`src/verilog/uft_regs.vh`:
```
// register offsets, field positions, reset values and timing for the frame timing block
`ifndef UFT_REGS_VH
`define UFT_REGS_VH

`define UFT_ADDR_W            32
`define UFT_OFF_FRAME_LEFT    32'hfff05038
`define UFT_OFF_FRAME_COUNT   32'hfff0503c
`define UFT_OFF_PERIODIC      32'hfff05040
`define UFT_OFF_SLOW_CUTOFF   32'hfff05044

`define UFT_LEFT_W            14
`define UFT_INDEX_W           16
`define UFT_PERIODIC_W        14
`define UFT_CUTOFF_W          12
`define UFT_TOGGLE_BIT        31

`define UFT_RST_LEFT          14'h0000
`define UFT_RST_INDEX         16'h0000
`define UFT_RST_PERIODIC      14'h0000
`define UFT_RST_CUTOFF        12'h628
`define UFT_INDEX_WRAP        16'h000f

`define UFT_SYS_CLK_KHZ       16'h4e20
`define UFT_BIT_CLK_KHZ       16'h2ee0
`define UFT_PHASE_W           16

`endif

```
`src/verilog/uft_frame_timing.v`:
```
// frame timing block: frame remaining counter, frame number, periodic start, slow cutoff
// Function
// - count down once per bit time while running
// - reload from frame length at zero
// - load on entering running state
// - copy length toggle into remaining toggle on load
// - advance frame index on each load
// - frame index wraps from 000fh to zero
// - periodic begin value held for list processor
// - slow cutoff value, reset 628h, for frame management
// - reload uses length value as bit times minus one
`timescale 1ns/1ps
`include "uft_regs.vh"

module uft_frame_timing (
  input  wire        sys_clk,
  input  wire        rst,
  input  wire [31:0] reg_addr,
  input  wire [31:0] reg_wdata,
  input  wire        reg_write,
  input  wire        reg_read,
  output reg  [31:0] reg_rdata,
  input  wire        bus_running_state,
  input  wire [13:0] frame_length_value,
  input  wire        length_change_toggle,
  output wire        bit_tick,
  output wire        frame_load,
  output reg  [13:0] frame_time_left_count,
  output reg         remaining_toggle,
  output reg  [15:0] frame_index,
  output reg  [13:0] periodic_begin_value,
  output reg  [11:0] slow_cutoff_value,
  output wire        periodic_start_due,
  output wire        slow_start_allowed
);

  // fractional divider: adds 12000 per cycle, tick on each wrap past 20000
  localparam [15:0] PHASE_STEP = `UFT_BIT_CLK_KHZ;
  localparam [15:0] PHASE_MOD  = `UFT_SYS_CLK_KHZ;

  reg  [15:0] phase_reg;
  reg  [15:0] phase_next;
  reg         tick_reg;
  reg         running_reg;
  reg  [13:0] left_next;
  reg  [15:0] index_next;
  reg  [31:0] rdata_next;
  wire [16:0] phase_sum;
  wire        enter_run;
  wire        hit_zero;

  assign phase_sum = {1'b0, phase_reg} + {1'b0, PHASE_STEP};
  assign bit_tick  = tick_reg;

  always @*
  begin
    if (phase_sum >= {1'b0, PHASE_MOD})
      phase_next = phase_sum[15:0] - PHASE_MOD;
    else
      phase_next = phase_sum[15:0];
  end

  // 12 mhz bit period enable from the 20 mhz system clock
  always @(posedge sys_clk or posedge rst)
  begin
    if (rst)
    begin
      phase_reg <= 16'h0000;
      tick_reg  <= 1'b0;
    end
    else
    begin
      phase_reg <= phase_next;
      tick_reg  <= (phase_sum >= {1'b0, PHASE_MOD});
    end
  end

  assign enter_run  = bus_running_state & ~running_reg;
  assign hit_zero   = running_reg & bus_running_state & bit_tick
                      & (frame_time_left_count == 14'h0000);
  assign frame_load = enter_run | hit_zero;

  always @*
  begin
    left_next = frame_time_left_count;
    if (frame_load)
      left_next = frame_length_value;
    else if (bus_running_state && running_reg && bit_tick)
      left_next = frame_time_left_count - 14'h0001;
  end

  always @*
  begin
    if (frame_index == `UFT_INDEX_WRAP)
      index_next = 16'h0000;
    else
      index_next = frame_index + 16'h0001;
  end

  always @(posedge sys_clk or posedge rst)
  begin
    if (rst)
    begin
      running_reg           <= 1'b0;
      frame_time_left_count <= `UFT_RST_LEFT;
      remaining_toggle      <= 1'b0;
      frame_index           <= `UFT_RST_INDEX;
    end
    else
    begin
      running_reg           <= bus_running_state;
      frame_time_left_count <= left_next;
      if (frame_load)
      begin
        remaining_toggle <= length_change_toggle;
        frame_index      <= index_next;
      end
    end
  end

  // software-writable scheduling values
  always @(posedge sys_clk or posedge rst)
  begin
    if (rst)
    begin
      periodic_begin_value <= `UFT_RST_PERIODIC;
      slow_cutoff_value    <= `UFT_RST_CUTOFF;
    end
    else if (reg_write)
    begin
      if (reg_addr == `UFT_OFF_PERIODIC)
        periodic_begin_value <= reg_wdata[13:0];
      if (reg_addr == `UFT_OFF_SLOW_CUTOFF)
        slow_cutoff_value <= reg_wdata[11:0];
    end
  end

  // periodic work starts once the remaining count falls to the begin point
  assign periodic_start_due = bus_running_state
                              & (frame_time_left_count <= periodic_begin_value);
  assign slow_start_allowed = bus_running_state
                              & (frame_time_left_count >= {2'b00, slow_cutoff_value});

  always @*
  begin
    rdata_next = 32'h00000000;
    case (reg_addr)
      `UFT_OFF_FRAME_LEFT:
        rdata_next = {remaining_toggle, 17'h00000, frame_time_left_count};
      `UFT_OFF_FRAME_COUNT:
        rdata_next = {16'h0000, frame_index};
      `UFT_OFF_PERIODIC:
        rdata_next = {18'h00000, periodic_begin_value};
      `UFT_OFF_SLOW_CUTOFF:
        rdata_next = {20'h00000, slow_cutoff_value};
      default:
        rdata_next = 32'h00000000;
    endcase
  end

  // read data stand only in the cycle after the strobe
  always @(posedge sys_clk or posedge rst)
  begin
    if (rst)
      reg_rdata <= 32'h00000000;
    else if (reg_read)
      reg_rdata <= rdata_next;
    else
      reg_rdata <= 32'h00000000;
  end

endmodule // uft_frame_timing

```
`config.mk`:
```
export PLATFORM = sky130hd
export DESIGN_NAME = uft_frame_timing
export DESIGN_NICKNAME = d
export VERILOG_FILES = /design/src/verilog/uft_frame_timing.v
export VERILOG_INCLUDE_DIRS = /design/src /design/src/verilog
export SDC_FILE = /design/constraint.sdc
export NUM_CORES = 1
export LEC_CHECK = 0
export ABC_AREA = 0
export BUFFER_PORTS_ARGS = -buffer_cell sky130_fd_sc_hd__buf_2
export CORE_MARGIN = 2
export CORE_UTILIZATION = 50
export DETAILED_ROUTE_END_ITERATION = 10
export PLACE_DENSITY = 0.86
export SLEW_MARGIN = 10
export SYNTH_ARGS = -nofsm -noshare
export SYNTH_HDL_FRONTEND = slang
export SYNTH_SLANG_ARGS = --single-unit
```
`constraint.sdc`:
```
create_clock -name sys_clk -period 4.6 [get_ports sys_clk]
set_clock_uncertainty 0.15 [all_clocks]
set_input_delay 0.69 -clock sys_clk [delete_from_list [all_inputs] [get_ports sys_clk]]
set_output_delay 0.69 -clock sys_clk [all_outputs]
set_load 0.03 [all_outputs]
```
==> results.sh <==
export IMPL_ys_ff_latch=87
export IMPL_place_inst=810
export IMPL_slew_violations=0
export IMPL_insertion_delay_ns=0.36
export IMPL_syn_inst=551
export IMPL_start_util_pct=51.9
export IMPL_synth_compound_area_share_pct=14.2
export IMPL_reg_top3="reg_rdata x17, frame_index x16"
export IMPL_grt_max_degree=45
export IMPL_min_period_ns=3.65
export IMPL_grt_pass1_wl_mm=23.1
export IMPL_r2r_start="frame_time_left_count[0]$_DFFE_PP0P_"
export IMPL_first_iter_violations=363
export IMPL_cts_buffers=9
export IMPL_powerDensity_nw_per_um2=304
export IMPL_fillers=883
export IMPL_final_setup_tns_ns=0
export IMPL_total_power_mw=1.92
export IMPL_start_kind="flop"
export IMPL_synth_cell_types=72
export IMPL_switching_share_pct=33.7
export IMPL_cts_resized=0
export IMPL_die_h_um=108
export IMPL_row_count=37
export IMPL_seqCellArea_um2=2180
export IMPL_portBuffers=143
export IMPL_synth_xor_area_share_pct=4.88
export IMPL_hold_buffers=0
export IMPL_worstSetupPathType="flop to output pin"
export IMPL_clk_pin_slew_ns=0.09
export IMPL_outcome="complete, no violations"
export IMPL_synth_top_family_by_area="simple AND/OR/NAND/NOR gates"
export IMPL_hold_viol=0
export IMPL_rr_worst_depth=10
export IMPL_post_dp_hpwl_mm=11.2
export IMPL_p_clk_share_pct=32.1
export IMPL_cts_setup_buffers=0
export IMPL_die_area_um2=11600
export IMPL_detail_route_antenna_nets=0
export IMPL_max_vdd_ir_drop_mv=0.164
export IMPL_diodes=0
export IMPL_gp_congestion=0.930
export IMPL_synthMuxAreaShare_pct=8.49
export IMPL_rsz0062_at_grt="false"
export IMPL_synthArstFlopShare_pct=100
export IMPL_wl_per_cell_um=17.7
export IMPL_cts_root_buf="clkbuf_8"
export IMPL_power_frac_comb_pct=21.5
export IMPL_regMostFlops="reg_rdata"
export IMPL_h_tree_depth=3
export IMPL_drive_above_1_share_pct=31.4
export IMPL_antenna_found_initial=0
export IMPL_synthesis_area_um2=5380
export IMPL_worst_endpoint_required_ns=3.76
export IMPL_vias=4877
export IMPL_ys_warn_count=0
export IMPL_r2r_end="frame_index[14]$_DFFE_PP0P_"
export IMPL_p_leak_nw=3.12
export IMPL_largest_reg_flops=17
export IMPL_drc=0
export IMPL_internal_power_mw=1.28
export IMPL_clockBufferDepth=2
export IMPL_grt_usage_pct=25.2
export IMPL_synth_avg_cell_area_um2=9.76
export IMPL_finalWirelength_mm=14.6
export IMPL_synth_edff_count=0
export IMPL_multiInputGateArea_um2=2860
export IMPL_clock_sinks=87
export IMPL_core_area_um2=10400
export IMPL_max_slew_margin_pct=29.4
export IMPL_via_per_inst=5.90
export IMPL_die_w_um=108
export IMPL_grt_overflow=0
export IMPL_switchingPower_mw=0.649
export IMPL_arrival_ns=2.81
export IMPL_r2r_slack_ns=1.50
export IMPL_final_cells=826
export IMPL_cap_violations=0
export IMPL_setup_viol=0
export IMPL_drt_pass1_iter_count=6
export IMPL_hold_class="input pin to asynchronous set/reset pin"
export IMPL_nNetsFinal=802
export IMPL_min_period_over_period_pct=79.4
export IMPL_synth_ff_type="dfrtp_1"
export IMPL_cts_tree="built"
export IMPL_synth_simple_gate_area_share_pct=16.8
export IMPL_p_seq_share_pct=46.4
export IMPL_synth_adder_area_share_pct=7.67
export IMPL_max_freq_mhz=274
export IMPL_setup_worst_path_end_class="output pin"
export IMPL_tightest_slew_ns=1.05
export IMPL_yosysSeqAreaShare_pct=40.6
export IMPL_cp_max_fo=22
export IMPL_ioPinCount=177
export IMPL_grt_pass1_vias=4712
export IMPL_area_growth_syn_to_layout_pct=17.7
## stage by stage
| step | hold WS [ns] | cell area [um^2] | setup slack, ns | util [%] |
|---|---|---|---|---|
| 5_1_grt | 0.309 | 6330 | 0.779 | 61.1 |
| 3_5_place_dp | 0.390 | 6100 | 1.18 | 58.9 |
| 3_3_place_gp | 0.362 | 6100 | 1.32 | 58.9 |
| 6_report | 0.253 | 6330 | 0.949 | 61.1 |
| 2_1_floorplan | 0.422 | 5430 | 1.48 | - |
| 4_1_cts | 0.288 | 6330 | 0.967 | 61.1 |
## worst max-delay path by stage
| stage | start | to | slack, ns |
|---|---|---|---|
| floorplan | frame_time_left_count[10]$_DFFE_PP0P_ | periodic_start_due | 1.48 |
| finish | frame_time_left_count[0]$_DFFE_PP0P_ | frame_load | 0.95 |
| detailed placement | reg_addr[9] | periodic_begin_value[12]$_DFFE_PP0P_ | 1.18 |
| global route | frame_time_left_count[0]$_DFFE_PP0P_ | frame_load | 0.78 |
| CTS | frame_time_left_count[0]$_DFFE_PP0P_ | frame_load | 0.97 |
| global placement | reg_addr[9] | periodic_begin_value[0]$_DFFE_PP0P_ | 1.32 |
## cells in the mapped netlist (all sizes together), types with 6 or more instances
master	n	area [um^2]
dfrtp	83	2080
nand2	52	198
inv	43	161
mux2	37	417
ha	33	413
nor2	31	119
buf	29	204
o21ai	26	130
nand3	24	120
xnor2	22	193
a21oi	17	85.1
nand4	12	75.1
a222oi	10	100
nor3	9	50.1
a21o	8	60.1
nor4	8	56.3
xor2	8	70.1
and4	7	61.3
clkbuf	7	26.3
a22oi	6	45.0
nand2b	6	37.5
## final cells by class
cell class                      instances  share of cell area (%)
Clock buffer                           10                    2.17
Clock inverter                          6                    1.46
Inverter                               43                    2.57
Multi-Input combinational cell        399                    45.1
Sequential cell                        87                    34.4
Tap cell                              136                    2.69
Timing Repair Buffer                  145                    11.5
## layer usage
metal  global-route usage (%)  vias up  wire, um
met1                     31.7     2376      5930
met2                     42.2      240      7340
met4                     9.80        0       285
li1                         -     2228         -
met3                     5.69       33      1070
met5                        0        -         0
## worst max-delay path: stages, from the launching register on
cell	delay (ns)
dfrtp_1	0.44
inv_1	0.16
ha_1	0.23
nor3b_2	0.22
and4_1	0.29
nand3_1	0.10
a21bo_1	0.36
inv_2	0.37
buf_2	0.27
## cells in the final DEF (no fill, tap or decap), types with 3 or more instances in the layout
| master | instances |
|---|---|
| clkbuf_8 | 10 |
| nor3_1 | 8 |
| nand2b_1 | 6 |
| buf_2 | 143 |
| ha_1 | 33 |
| and4_1 | 7 |
| inv_1 | 41 |
| xnor2_1 | 22 |
| nand4_1 | 12 |
| xor2_1 | 8 |
| nor2b_1 | 5 |
| o21ai_0 | 26 |
| conb_1 | 15 |
| a31oi_1 | 3 |
| dfstp_2 | 4 |
| o22ai_1 | 5 |
| nor2_1 | 30 |
| dfrtp_1 | 83 |
| mux2_2 | 37 |
| nor4_1 | 7 |
| a22oi_1 | 6 |
| a222oi_1 | 10 |
| nand3_1 | 24 |
| mux2i_1 | 4 |
| and3_1 | 3 |
| a21o_1 | 8 |
| nand2_1 | 51 |
| and2_1 | 4 |
| a211oi_1 | 3 |
| a21oi_1 | 17 |
## kinds of logic after synthesis
| logic type | count (synthesis) |
|---|---|
| compound gates | 105 |
| mux | 41 |
| fa+ha+maj | 33 |
| flops | 87 |
| simple gates | 175 |
| other cells | 1 |
| xor+xnor | 30 |
| buf+inv | 79 |
## power groups by stage
| stage | Sequential [mW] | Clock (mW) | Combinational [mW] |
|---|---|---|---|
| detailed placement | 0.904 | 0 | 0.410 |
| global placement | 0.898 | 0 | 0.396 |
| finish | 0.893 | 0.617 | 0.415 |
| global route | 0.899 | 0.649 | 0.457 |
| floorplan | 0.954 | 0 | 0.212 |
| CTS | 0.890 | 0.618 | 0.414 |
(Power assumes the default switching activity.)
